`config.mk`:
```
export PLATFORM = sky130hd
export DESIGN_NAME = bcs_bit_ops
export DESIGN_NICKNAME = d
export VERILOG_FILES = /design/src/bcs_pkg.sv /design/src/bcs_bit_mask.sv /design/src/bcs_bit_ops.sv
export SDC_FILE = /design/constraint.sdc
export NUM_CORES = 1
export LEC_CHECK = 0
export BUFFER_PORTS_ARGS = -buffer_cell sky130_fd_sc_hd__buf_2
export CORE_MARGIN = 1
export CORE_UTILIZATION = 40
export CTS_CLUSTER_DIAMETER = 50
export DETAILED_ROUTE_END_ITERATION = 6
export PLACE_DENSITY = 0.61
export REMOVE_ABC_BUFFERS = 1
export SLEW_MARGIN = 20
export SYNTH_ARGS = -nofsm -noshare
export SYNTH_HDL_FRONTEND = slang
export SYNTH_HIERARCHICAL = 1
export SYNTH_SLANG_ARGS = --single-unit
```
`constraint.sdc`:
```
create_clock -name clk_in -period 2.6 [get_ports clk_in]
set_input_delay 0.26 -clock clk_in [delete_from_list [all_inputs] [get_ports clk_in]]
set_output_delay 0.26 -clock clk_in [all_outputs]
set_load 0.005 [all_outputs]
```
`src/bcs_pkg.sv`:
```
package bcs_pkg;

  // ==========================================================================
  // Instruction word layout
  localparam int          BCS_WORD_W    = 14;
  localparam int          BCS_BIT_W     = 3;
  localparam int          BCS_ADDR_W    = 7;
  localparam int          BCS_DATA_W    = 8;
  localparam int          BCS_OP_HI     = 13;
  localparam int          BCS_OP_LO     = 10;
  localparam int          BCS_BSEL_HI   = 9;
  localparam int          BCS_BSEL_LO   = 7;
  localparam int          BCS_ADDR_HI   = 6;
  localparam int          BCS_ADDR_LO   = 0;
  localparam logic [3:0]  BCS_OP_CLEAR  = 4'h4;
  localparam logic [3:0]  BCS_OP_TSKIP  = 4'h6;

  // ==========================================================================
  // Quarter phases of one instruction cycle
  localparam logic [1:0]  BCS_Q1        = 2'h0;
  localparam logic [1:0]  BCS_Q2        = 2'h1;
  localparam logic [1:0]  BCS_Q3        = 2'h2;
  localparam logic [1:0]  BCS_Q4        = 2'h3;

  // ==========================================================================
  // Reset values
  localparam logic [13:0] BCS_IR_RESET  = 14'h0000;
  localparam logic [7:0]  BCS_DATA_RST  = 8'h00;

  typedef enum logic [1:0] {
    BCS_NONE,
    BCS_CLEAR,
    BCS_TSKIP
  } bcs_op_t;

  typedef struct packed {
    logic [6:0] addr;
    logic [7:0] data;
    logic       wr;
  } bcs_file_wr_t;

endpackage

```
`src/bcs_bit_mask.sv`:
```
`timescale 1ns/10ps
module bcs_bit_mask #(
  parameter int DATA_W = 8,
  parameter int SEL_W  = 3
) (
  // Select and operand
  input  wire logic [SEL_W-1:0]  sel_in,
  input  wire logic [DATA_W-1:0] data_in,
  // Results
  output logic      [DATA_W-1:0] cleared_out,
  output logic                   bit_out
);

  logic [DATA_W-1:0] onehot;

  always_comb
  begin
    onehot      = '0;
    onehot[sel_in] = 1'b1;
    cleared_out = data_in & ~onehot;
    bit_out     = |(data_in & onehot);
  end

endmodule

```
`src/bcs_bit_ops.sv`:
```
// Notes on behaviour
// - Clear zeroes the selected bit, others kept
// - Clear decoded from top bits 0100
// - Test-skip decoded from top bits 0110
// - Tested bit one: next executes normally
// - Tested bit zero: next discarded, NOP
// - Skip takes two cycles, else one
`timescale 1ns/10ps
module bcs_bit_ops
  import bcs_pkg::*;
#(
  parameter int WORD_W = 14,
  parameter int ADDR_W = 7,
  parameter int DATA_W = 8
) (
  // Clock and reset
  input  wire logic                     clk_in,
  input  wire logic                     rst_in,
  // Instruction in, latched at Q1 of each cycle
  input  wire logic [WORD_W-1:0]        instr_in,
  // Register file read port
  output logic      [ADDR_W-1:0]        rd_addr_out,
  input  wire logic [DATA_W-1:0]        rd_data_in,
  // Register file write port
  output bcs_pkg::bcs_file_wr_t         file_wr_out,
  // Phase and pipeline control
  output logic      [1:0]               phase_out,
  output logic                          cycle_end_out,
  output logic                          flush_out,
  output logic                          nop_cycle_out,
  output logic                          busy_out
);

  import bcs_pkg::*;

  // ==========================================================================
  // Quarter-phase counter: one instruction cycle is four clocks
  logic [1:0] phase_q;
  logic [1:0] phase_d;
  logic       at_q1;
  logic       at_q2;
  logic       at_q3;
  logic       at_q4;

  // Free-running; reset always restarts at Q1
  always_comb
  begin
    phase_d = phase_q + 2'h1;
  end

  always_ff @(posedge clk_in or posedge rst_in)
  begin
    if (rst_in)
      phase_q <= BCS_Q1;
    else
      phase_q <= phase_d;
  end

  assign at_q1         = (phase_q == BCS_Q1);
  assign at_q2         = (phase_q == BCS_Q2);
  assign at_q3         = (phase_q == BCS_Q3);
  assign at_q4         = (phase_q == BCS_Q4);
  assign phase_out     = phase_q;
  assign cycle_end_out = at_q4;

  // ==========================================================================
  // Decode at Q1
  logic [3:0]        op_field;
  logic [WORD_W-1:0] ir_q;
  logic [WORD_W-1:0] ir_d;
  bcs_op_t           op_d;
  bcs_op_t           op_next;
  bcs_op_t           op_q;
  logic              skip_q;
  logic              skip_d;

  assign op_field = instr_in[BCS_OP_HI:BCS_OP_LO];

  always_comb
  begin
    unique case (op_field)
      BCS_OP_CLEAR: op_d = BCS_CLEAR;
      BCS_OP_TSKIP: op_d = BCS_TSKIP;
      default:      op_d = BCS_NONE;
    endcase
  end

  // A word fetched behind a taken skip is run as a no-operation
  always_comb
  begin
    ir_d    = ir_q;
    op_next = op_q;
    if (at_q1)
    begin
      ir_d    = instr_in;
      op_next = skip_q ? BCS_NONE : op_d;
    end
  end

  always_ff @(posedge clk_in or posedge rst_in)
  begin
    if (rst_in)
      ir_q <= BCS_IR_RESET;
    else
      ir_q <= ir_d;
  end

  always_ff @(posedge clk_in or posedge rst_in)
  begin
    if (rst_in)
      op_q <= BCS_NONE;
    else
      op_q <= op_next;
  end

  // ==========================================================================
  // Read register at Q2, process at Q3
  logic [BCS_BIT_W-1:0] bsel;
  logic [DATA_W-1:0]    data_d;
  logic [DATA_W-1:0]    data_q;
  logic [DATA_W-1:0]    cleared;
  logic                 tested;

  assign bsel        = ir_q[BCS_BSEL_HI:BCS_BSEL_LO];
  assign rd_addr_out = ir_q[BCS_ADDR_HI:BCS_ADDR_LO];

  // Operand captured once, so the file may change after Q2
  always_comb
  begin
    data_d = data_q;
    if (at_q2)
      data_d = rd_data_in;
  end

  always_ff @(posedge clk_in or posedge rst_in)
  begin
    if (rst_in)
      data_q <= BCS_DATA_RST;
    else
      data_q <= data_d;
  end

  bcs_bit_mask #(
    .DATA_W (DATA_W),
    .SEL_W  (BCS_BIT_W)
  ) i_bcs_bit_mask (
    .sel_in      (bsel),
    .data_in     (data_q),
    .cleared_out (cleared),
    .bit_out     (tested)
  );

  // ==========================================================================
  // Write back at Q4; flags are never touched by either operation
  bcs_file_wr_t file_wr_d;

  // Address and data hold after the strobe drops
  always_comb
  begin
    file_wr_d    = file_wr_out;
    file_wr_d.wr = 1'b0;
    if (at_q3 && op_q == BCS_CLEAR)
    begin
      file_wr_d.addr = ir_q[BCS_ADDR_HI:BCS_ADDR_LO];
      file_wr_d.data = cleared;
      file_wr_d.wr   = 1'b1;
    end
  end

  always_ff @(posedge clk_in or posedge rst_in)
  begin
    if (rst_in)
      file_wr_out <= '0;
    else
      file_wr_out <= file_wr_d;
  end

  // ==========================================================================
  // Skip decision: made at Q3, consumed at the next Q1
  logic nop_d;
  logic nop_q;

  always_comb
  begin
    skip_d = skip_q;
    if (at_q3)
      skip_d = (op_q == BCS_TSKIP) && !tested;
    else if (at_q1)
      skip_d = 1'b0;
  end

  always_ff @(posedge clk_in or posedge rst_in)
  begin
    if (rst_in)
      skip_q <= 1'b0;
    else
      skip_q <= skip_d;
  end

  // Second cycle of a taken skip is the NOP cycle
  always_comb
  begin
    nop_d = nop_q;
    if (at_q1)
      nop_d = skip_q;
  end

  always_ff @(posedge clk_in or posedge rst_in)
  begin
    if (rst_in)
      nop_q <= 1'b0;
    else
      nop_q <= nop_d;
  end

  // ==========================================================================
  // Pipeline control outputs
  // Fetcher drops its prefetched word while this is high
  assign flush_out     = skip_q && at_q4;
  assign nop_cycle_out = nop_q;
  // Busy also covers the NOP cycle so a stalling fetcher sees it
  assign busy_out      = (op_q != BCS_NONE) || nop_q;

endmodule

```
==> impl_metrics.toml, run 1 <==
[clock_tree]
clockBufferDepth = 2
cts_resized = 0
clk_pin_slew_worst_paths_ns = 0.08
root_buffer = "clkbuf_8"
cts_tree = "built"
cts_buffers = 5
postCtsSetupBuffers = 0
clk_latency_ns = 0.29
cts_sinks = 40
cts_hold_buf = 0
h-tree-depth = 2

[sta]
tightest_slew_ns = 0.711
slew_viol_final = 0
final.setup_skew_ns = 0.00379
finalHoldViolations = 0
setup_slack_ns = 0.878
clock.fmax_ghz = 0.581
period_minus_slack_ns = 1.72
holdWs_ns = 0.0746
rsz0062_at_grt = "no"
setup_tns_ns = 0
period_share_pct = 66.2
setup_viol = 0
maxSlewHeadroom_pct = 52.6

[die]
core.rowCount = 24
initial_core_util_pct = 41.6
die_h_microns = 69.3
io_pins = 53
coreArea_sq_um = 4350
die_x_microns = 69.3
dieArea_sq_um = 4800

[pwr]
ir_worst_vdd_mv = 0.355
leakage_nw = 1.15
powerDensity_nw_per_um2 = 590

[job]
maxCapViolations = 0

[finish]
layout-drive-gt1-share_pct = 57.0
fin_nets = 199
antenna_cells = 0
syn2layout_area_growth_pct = 19.0

[yosys]
synth_compound_area_share_pct = 4.77
ys_seq_area_share_pct = 55.3
yosys.area_share.simple_pct = 3.80
synth_fa_ha_area_share_pct = 2.77
avgSynthCellArea_sq_um = 14.8
synth_xor_area_share_pct = 0
syn-cell-area_sq_um = 1810
synth_warnings = 6
synth_mux_area_share_pct = 26.6
synth_cells = 122
synth_top_family_by_area = "multiplexers"
synth_seq_cells = 40
netlist-cell-type-count = 23

[critical_path]
worst-path-max-fanout = 16
startpoint_type = "register"
cp.arrival_ns = 1.91
reg2reg_slack_ns = 0.88
critPathCaptureType = "register"
cp.required_ns = 2.79
path_class = "register to register"

[routing]
drc = 0
firstDrtPassIters = 2
wirelength_microns = 3280
wl_per_cell_microns = 14.6
num_vias = 1132
viasPerCell = 5.05
ant_nets = 0
dr.first_iter.drc_count = 40

[global_route]
grt-ovfl-total = 0
grt_max_degree = 41
track_usage_pct = 14.8
grt_pass1_wl_microns = 5520
grt_pass1_vias = 1146
antenna_found_initial = 0

[hold_path]
hold_path_class = "input pin to asynchronous set/reset pin"

[place]
io_buffers = 52
dp_slack_ns = 0.875
gp_congestion = 0.753
dp_hpwl_microns = 2360

[run_status]
status = "complete, no violations"
-- synthesized netlist by cell type --
library cell | count | area, sq um
a21boi_0 | 2 | 15.0
a31oi_1 | 2 | 12.5
and2_1 | 1 | 6.26
buf_2 | 2 | 10.0
buf_4 | 8 | 60.1
buf_6 | 1 | 11.3
dfrtp_1 | 40 | 1000
ha_1 | 4 | 50.1
inv_1 | 11 | 41.3
mux2_2 | 26 | 293
mux2_4 | 9 | 135
mux4_1 | 2 | 52.6
nand2_1 | 1 | 3.75
nand3b_4 | 1 | 20.0
nand4b_1 | 1 | 8.76
nand4bb_1 | 1 | 11.3
nor2_1 | 1 | 3.75
o21a_1 | 2 | 15.0
o31a_1 | 2 | 17.5
o32ai_1 | 2 | 17.5
o41ai_1 | 1 | 8.76
or3_1 | 1 | 6.26
or3b_2 | 1 | 8.76
-- area by class of cell --
type,count,area [sq um]
clock buffer,6,82.6
clock inverter,2,10.0
fill,377,2200
inverter,11,41.3
multi-input combinational,60,686
sequential,40,1000
tap,52,65.1
timing repair buffer,53,268
-- worst max-delay path: stages, from the launching register on --
cell and delay [ns]:
dfrtp_1 0.42, inv_1 0.12, ha_1 0.63, nand4bb_1 0.17
o32ai_1 0.28
-- cells in the final DEF, fill, tap and decap left out --
| master | synthesis | final |
|---|---|---|
| mux2_2 | 26 | 26 |
| buf_2 | 2 | 52 |
| nor2_1 | 1 | 1 |
| or3b_2 | 1 | 1 |
| inv_1 | 11 | 11 |
| and2_1 | 1 | 1 |
| mux2_4 | 9 | 9 |
| nand4b_1 | 1 | 1 |
| nand2_1 | 1 | 1 |
| clkinv_2 | 0 | 2 |
| nand3b_4 | 1 | 1 |
| nand4bb_1 | 1 | 1 |
| o21a_1 | 2 | 2 |
| clkbuf_8 | 0 | 6 |
| a21boi_0 | 2 | 2 |
| o31a_1 | 2 | 2 |
| o32ai_1 | 2 | 2 |
| dfrtp_1 | 40 | 40 |
| or3_1 | 1 | 1 |
| o41ai_1 | 1 | 1 |
| buf_4 | 8 | 1 |
| ha_1 | 4 | 4 |
| mux4_1 | 2 | 2 |
| a31oi_1 | 2 | 2 |
-- registers in the layout, indices dropped and copies added (netlist names) --
name and flops:
op_q 2, skip_q 1, ir_q 10, phase_out 2, nop_cycle_out 1, data_q 8, file_wr_out 16
-- final timing paths --
check                                                   to  depth (start not counted)                        from
worst max register to register         op_q[0]$_DFFE_PP0N_                          4      phase_out[0]$_DFF_PP0_
min in group clk_in                    op_q[1]$_DFFE_PP0N_                          2                instr_in[13]
worst min-delay path            file_wr_out[9]$_DFFE_PP0P_                          3                      rst_in
max in group asynchronous        nop_cycle_out$_DFFE_PP0N_                          3                      rst_in
worst max-delay path                   op_q[0]$_DFFE_PP0N_                          4      phase_out[0]$_DFF_PP0_
worst min register to register  file_wr_out[8]$_DFFE_PP0P_                          1  file_wr_out[8]$_DFFE_PP0P_
-- cell families after synthesis --
kind of cell / count (synthesis)
buffers and inverters: 22
adder cells (fa/ha/maj): 4
flip-flops: 40
AO/OA/AOI/OAI: 11
multiplexers: 37
AND/OR/NAND/NOR: 8
-- per-layer routing --
layer  part of all wire (%)  up-vias  global-route usage [%]
met5                      0        -                       0
met4                    2.1        0                    6.80
met3                    5.7        8                    5.52
met2                     47       36                    21.5
met1                     45      569                    19.8
li1                       -      519                       -
-- power breakdown --
group / internal [W] / switching (W) / total, W
Clock: 0.000212 / 0.000208 / 0.000420
Combinational: 0.0000945 / 0.0000531 / 0.000148
Sequential: 0.000670 / 0.0000332 / 0.000703
-- stage by stage --
step | cell area [sq um] | std cells | total power (W) | util (%)
finish | 2150 | 224 | 0.00127 | 49.5
global route | 2150 | 224 | 0.00133 | 49.5
CTS | 2150 | 224 | 0.00129 | 49.5
detailed placement | 2060 | 216 | 0.000866 | 47.3
global placement | 2060 | 216 | 0.000860 | 47.3
floorplan | 1730 | 111 | 0.000789 | -
No activity file was read; power rests on OpenSTA's default activity.
==> run 2, diff against run 1 <==
PLACE_DENSITY = 0.64   (was 0.61)
clock period = 1.41 ns   (was 2.6 ns; I/O delays follow)
==> run 2 against run 1 <==
  * The flow now finishes with violations (setup timing)
  * Non-clock buffer count increased by 20
  * Combinational power increased by 110%
  * Final cell count is 8.5% higher
  * Die area is the same
  * Global-route usage up 1.2 points
  * Maximum frequency rose by 16%
  * Wire length is 10% higher
  * Critical path type unchanged
  * Largest power group unchanged
  * Highest routed layer unchanged
==> impl_metrics.toml, run 2 (synthesis gave the netlist of run 1 again) <==
[place]
gp_congestion = 0.861
io_buffers = 52
dp_hpwl_microns = 2610
dp_cells = 231

[run_status]
violations = "setup timing"
status = "complete, but fails checks"

[critical_path]
slowest_stage = "mux4_2"
path_class = "register to register"
critPathLaunch = "ir_q[8]$_DFFE_PP0N_"
critPathCaptureType = "register"
path_depth = 3
startpoint_type = "register"
reg2reg_slack_ns = -0.08
timing.rr.start = "ir_q[8]$_DFFE_PP0N_"
cp.arrival_ns = 1.68
crit_buf_inv = 0
cp.required_ns = 1.60
cpPeakStageDelay_ns = 0.50
cp_cell_sequence = "mux4_2, mux2_4, o41ai_4"
rr_worst_depth = 3
cp-endpoint = "skip_q$_DFFE_PP0P_"
r2r-end = "skip_q$_DFFE_PP0P_"
worst-path-max-fanout = 4
cpLargestDelayFamily = "multiplexers"

[finish]
reg.largest.list = "file_wr_out: 16 flops, ir_q: 10 flops, data_q: 8 flops"
largest_reg_flops = 16
layout-drive-gt1-share_pct = 69.1
fillerInstances = 361
fin_nets = 219
final_common_cell = "buf_2"
syn2layout_area_growth_pct = 35.1
finalNonFillerCells = 243
antenna_cells = 0
regMostFlops = "file_wr_out"
final_cell_mix = "52 x buf_2, 37 x dfrtp_1, 25 x mux2_2"

[hold_path]
hold_path_depth = 2
min_from = "instr_in[13]"
hold_path_class = "input pin to register"

[routing]
ant_nets = 0
wl_per_cell_microns = 14.9
firstDrtPassIters = 4
viasPerCell = 4.78
num_vias = 1161
wirelength_microns = 3620
dr.first_iter.drc_count = 32
drc = 0

[global_route]
grt_pass1_vias = 1270
use_met2_pct = 26.5
track_usage_pct = 16.0
grt.busiest_layer = "met2"
grt_max_degree = 41
grt-ovfl-total = 0
grt_pass1_wl_microns = 5900
use_met1_pct = 19.3
antenna_found_initial = 0
met3_usage_pct = 4.51

[die]
dieArea_sq_um = 4800
die_h_microns = 69.3
core.rowCount = 24
coreArea_sq_um = 4350
initial_core_util_pct = 41.6
die_x_microns = 69.3
io_pins = 53

[sta]
slew_viol_final = 0
clock.fmax_ghz = 0.671
setup_viol = 1
rsz0062_at_grt = "yes"
maxSlewHeadroom_pct = 66.9
final.setup_skew_ns = 0.00212
period_share_pct = 106
setup_slack_ns = -0.0799
tightest_slew_ns = 0.497
holdWs_ns = 0.0734
period_minus_slack_ns = 1.49
finalHoldViolations = 0

[clock_tree]
cts_buffers = 5
root_buffer = "clkbuf_8"
h-tree-depth = 2
clk_pin_slew_worst_paths_ns = 0.07
cts_tree = "built"
clk_latency_ns = 0.28
clockBufferDepth = 2
cts_sinks = 40

[pwr]
power.total_w = 0.00240
powerDensity_nw_per_um2 = 981
ir_worst_vdd_mv = 0.637
leakage_nw = 1.28

[job]
maxCapViolations = 0
## run 2: changes by cell type in the layout (fill, tap and decap cells not counted), moves of 2 or more
| cell | delta |
|---|---|
| inv_1 | -3 |
| buf_12 | +4 |
| ha_1 | -4 |
| ha_4 | +3 |
| inv_2 | +2 |
| buf_6 | +2 |
| clkinv_2 | -2 |
| buf_4 | +13 |
| dfrtp_2 | +3 |
| dfrtp_1 | -3 |
| mux4_1 | -2 |
| mux4_2 | +2 |
## run 2: per-layer routing
layer,wire length [microns],up-vias
li1,-,558
met1,1540,568
met2,1870,28
met3,128,7
met4,73,0
met5,0,-
## run 2: worst register-to-register path: stages, from the launching register on
cell,delay (ns)
dfrtp_2,0.41
mux4_2,0.50
mux2_4,0.29
o41ai_4,0.19
## run 2: worst min path at each step
stage	to	slack, ns
after floorplan	op_q[1]$_DFFE_PP0N_	0.25
after global placement	file_wr_out[11]$_DFFE_PP0P_	0.28
after detailed placement	ir_q[4]$_DFFE_PP0N_	0.29
after CTS	op_q[0]$_DFFE_PP0N_	0.06
after global routing	ir_q[5]$_DFFE_PP0N_	0.06
final	op_q[0]$_DFFE_PP0N_	0.07
## run 2: area by class of cell
class	instances	area, sq um	share of cell area, %
inverters	11	43.8	1.79
multi-input cells	60	757	31.0
repair buffers	73	478	19.5
well taps	52	65.1	2.66
clock buffers	7	96.3	3.94
flip-flops and latches	40	1000	41.1
## run 2: power by group
| part | internal [W] | total, W | switching (W) |
|---|---|---|---|
| Sequential | 0.00124 | 0.00129 | 0.0000545 |
| Combinational | 0.000199 | 0.000315 | 0.000116 |
| Clock | 0.000435 | 0.000794 | 0.000359 |
| Total | 0.00187 | 0.00240 | 0.000529 |
## run 2: timing repair
| action | in CTS | in global routing |
|---|---|---|
| hold buffers | 1 | 0 |
| endpoints found under the setup margin | 12 | 14 |
| endpoints found under the hold margin | 40 | 0 |
| pin swaps | 0 | 1 |
| resized for setup | 8 | 16 |
| buffers inserted | 1 | 3 |
## run 2: stage by stage
stage               util (%)  area, sq um  TNS (ns)  setup slack [ns]
detailed placement      51.1         2220    -0.255            -0.202
floorplan                  -         1730    -0.467            -0.114
global placement        51.1         2220    -0.159            -0.146
global route            56.1         2440    -0.239            -0.140
finish                  56.1         2440   -0.0799           -0.0799
CTS                     53.9         2350    -0.117            -0.117
==> run 3, diff against run 2 <==
PLACE_DENSITY = 0.67   (was 0.64)
SLEW_MARGIN = 5   (was 20)
==> run 3 against run 2 <==
  * The run still ends with setup timing left
  * Total power shrank 0.61%
  * Core utilization fell by 1.4 points
  * Combinational power down 3%
  * Highest routed layer unchanged
  * Global-route usage up 0.46 points
  * Sequential cell count unchanged
  * Cell area is 2.6% lower
==> impl_metrics.toml, run 3 (synthesis gave the netlist of run 1 again) <==
[run_status]
status = "complete, but fails checks"
violations = "setup timing"

[die]
initial_core_util_pct = 41.6
die_h_microns = 69.3
core.rowCount = 24
io_pins = 53
coreArea_sq_um = 4350
die_x_microns = 69.3
dieArea_sq_um = 4800

[finish]
largest_reg_flops = 16
antenna_cells = 0
final_cell_mix = "51 x buf_2, 38 x dfrtp_1, 25 x mux2_2"
syn2layout_area_growth_pct = 31.7
fillerInstances = 373
layout-drive-gt1-share_pct = 64.7
regMostFlops = "file_wr_out"
final_common_cell = "buf_2"
reg.largest.list = "file_wr_out: 16 flops, ir_q: 10 flops, data_q: 8 flops"
fin_nets = 217

[critical_path]
reg2reg_slack_ns = -0.05
cp.arrival_ns = 1.66
cp-endpoint = "skip_q$_DFFE_PP0P_"
cpPeakStageDelay_ns = 0.50
crit_buf_inv = 0
path_depth = 3
critPathCaptureType = "register"
path_class = "register to register"
worst-path-max-fanout = 3
r2r-end = "skip_q$_DFFE_PP0P_"
cpLargestDelayFamily = "multiplexers"
cp_cell_sequence = "mux4_2, mux2_4, o41ai_2"
startpoint_type = "register"
slowest_stage = "mux4_2"
cp.required_ns = 1.60
critPathLaunch = "ir_q[8]$_DFFE_PP0N_"
timing.rr.start = "ir_q[8]$_DFFE_PP0N_"
rr_worst_depth = 3

[hold_path]
hold_path_class = "input pin to register"

[sta]
holdWs_ns = 0.0549
tightest_slew_ns = 0.513
setup_slack_ns = -0.0549
setup_viol = 1
clock.fmax_ghz = 0.683
final.setup_skew_ns = 0.00564
finalHoldViolations = 0
rsz0062_at_grt = "yes"
slew_viol_final = 0
maxSlewHeadroom_pct = 65.8
period_minus_slack_ns = 1.46
period_share_pct = 104

[pwr]
p_sw_share_pct = 23.3
powerDensity_nw_per_um2 = 1000
ir_worst_vdd_mv = 0.479
pwr-share-seq_pct = 54.3
p_clk_share_pct = 32.9
combPwrFrac_pct = 12.9
intPower_w = 0.00183
switchingPower_w = 0.000555
leakage_nw = 1.25

[routing]
num_vias = 1195
wirelength_microns = 3790
dr.first_iter.drc_count = 69
firstDrtPassIters = 4
wl_per_cell_microns = 15.7
drc = 0
ant_nets = 0
viasPerCell = 4.94

[place]
dp_hpwl_microns = 2630
gp_congestion = 0.792
dp_slack_ns = -0.219
io_buffers = 52

[clock_tree]
cts_tree = "built"
root_buffer = "clkbuf_8"
h-tree-depth = 2
cts_sinks = 40
cts_buffers = 5
clk_pin_slew_worst_paths_ns = 0.08
clockBufferDepth = 2
clk_latency_ns = 0.29

[global_route]
grt_max_degree = 41
grt-ovfl-total = 0
antenna_found_initial = 0
grt_pass1_wl_microns = 6200
track_usage_pct = 16.5
grt_pass1_vias = 1256

[job]
maxCapViolations = 0
run 3: cell types whose count changed in the layout (fill, tap and decap cells not counted), sizes merged:
cell	change
buf	-2
clkbuf	+1
run 3: power by group through the flow:
stage | Clock, W | Sequential [W] | Combinational, W
2_1_floorplan | 0 | 0.00131 | 0.000143
3_3_place_gp | 0 | 0.00131 | 0.000291
3_5_place_dp | 0 | 0.00132 | 0.000299
4_1_cts | 0.000805 | 0.00129 | 0.000310
5_1_grt | 0.000853 | 0.00130 | 0.000337
6_report | 0.000784 | 0.00129 | 0.000307
run 3: how the worst min path moves through the flow:
stage / start / endpoint / slack [ns] / cells past startpoint
after detailed placement: rst_in / file_wr_out[14]$_DFFE_PP0P_ / 0.30 / 3
after floorplan: instr_in[13] / op_q[1]$_DFFE_PP0N_ / 0.25 / 1
after global routing: instr_in[13] / op_q[0]$_DFFE_PP0N_ / 0.05 / 2
after CTS: instr_in[13] / op_q[1]$_DFFE_PP0N_ / 0.06 / 2
after global placement: rst_in / ir_q[5]$_DFFE_PP0N_ / 0.28 / 3
final: instr_in[13] / op_q[0]$_DFFE_PP0N_ / 0.05 / 2
run 3: per-layer routing:
layer  track usage, %  share of wire [%]  wire (microns)
met3             3.92                4.7             178
met4             6.80                1.5              57
met5                0                  0               0
met2             27.3                 51            1920
met1             20.8                 43            1630
run 3: area by class of cell:
cell class / instances / area, sq um / share of cell area, %
Timing Repair Buffer: 71 / 453 / 19.0
Tap cell: 52 / 65.1 / 2.73
Multi-Input combinational cell: 60 / 729 / 30.6
Inverter: 11 / 41.3 / 1.73
Clock buffer: 8 / 90.1 / 3.78
Sequential cell: 40 / 1000 / 42.1
run 3: timing repair:
action	in CTS	in global routing
pin swaps	2	0
resized for setup	8	8
endpoints found under the hold margin	40	0
setup buffers	3	1
hold buffers	1	0
setup endpoints to repair	17	29
run 3: stage by stage:
stage,total power [W],cell area [sq um],util (%),std cells,setup TNS (ns)
after global placement,0.00160,2170,49.9,229,-0.796
final,0.00238,2380,54.7,242,-0.0549
after floorplan,0.00146,1730,-,111,-0.467
after detailed placement,0.00161,2170,49.9,229,-1.84
after global routing,0.00249,2380,54.7,242,-0.374
after CTS,0.00241,2330,53.6,241,-0.0642
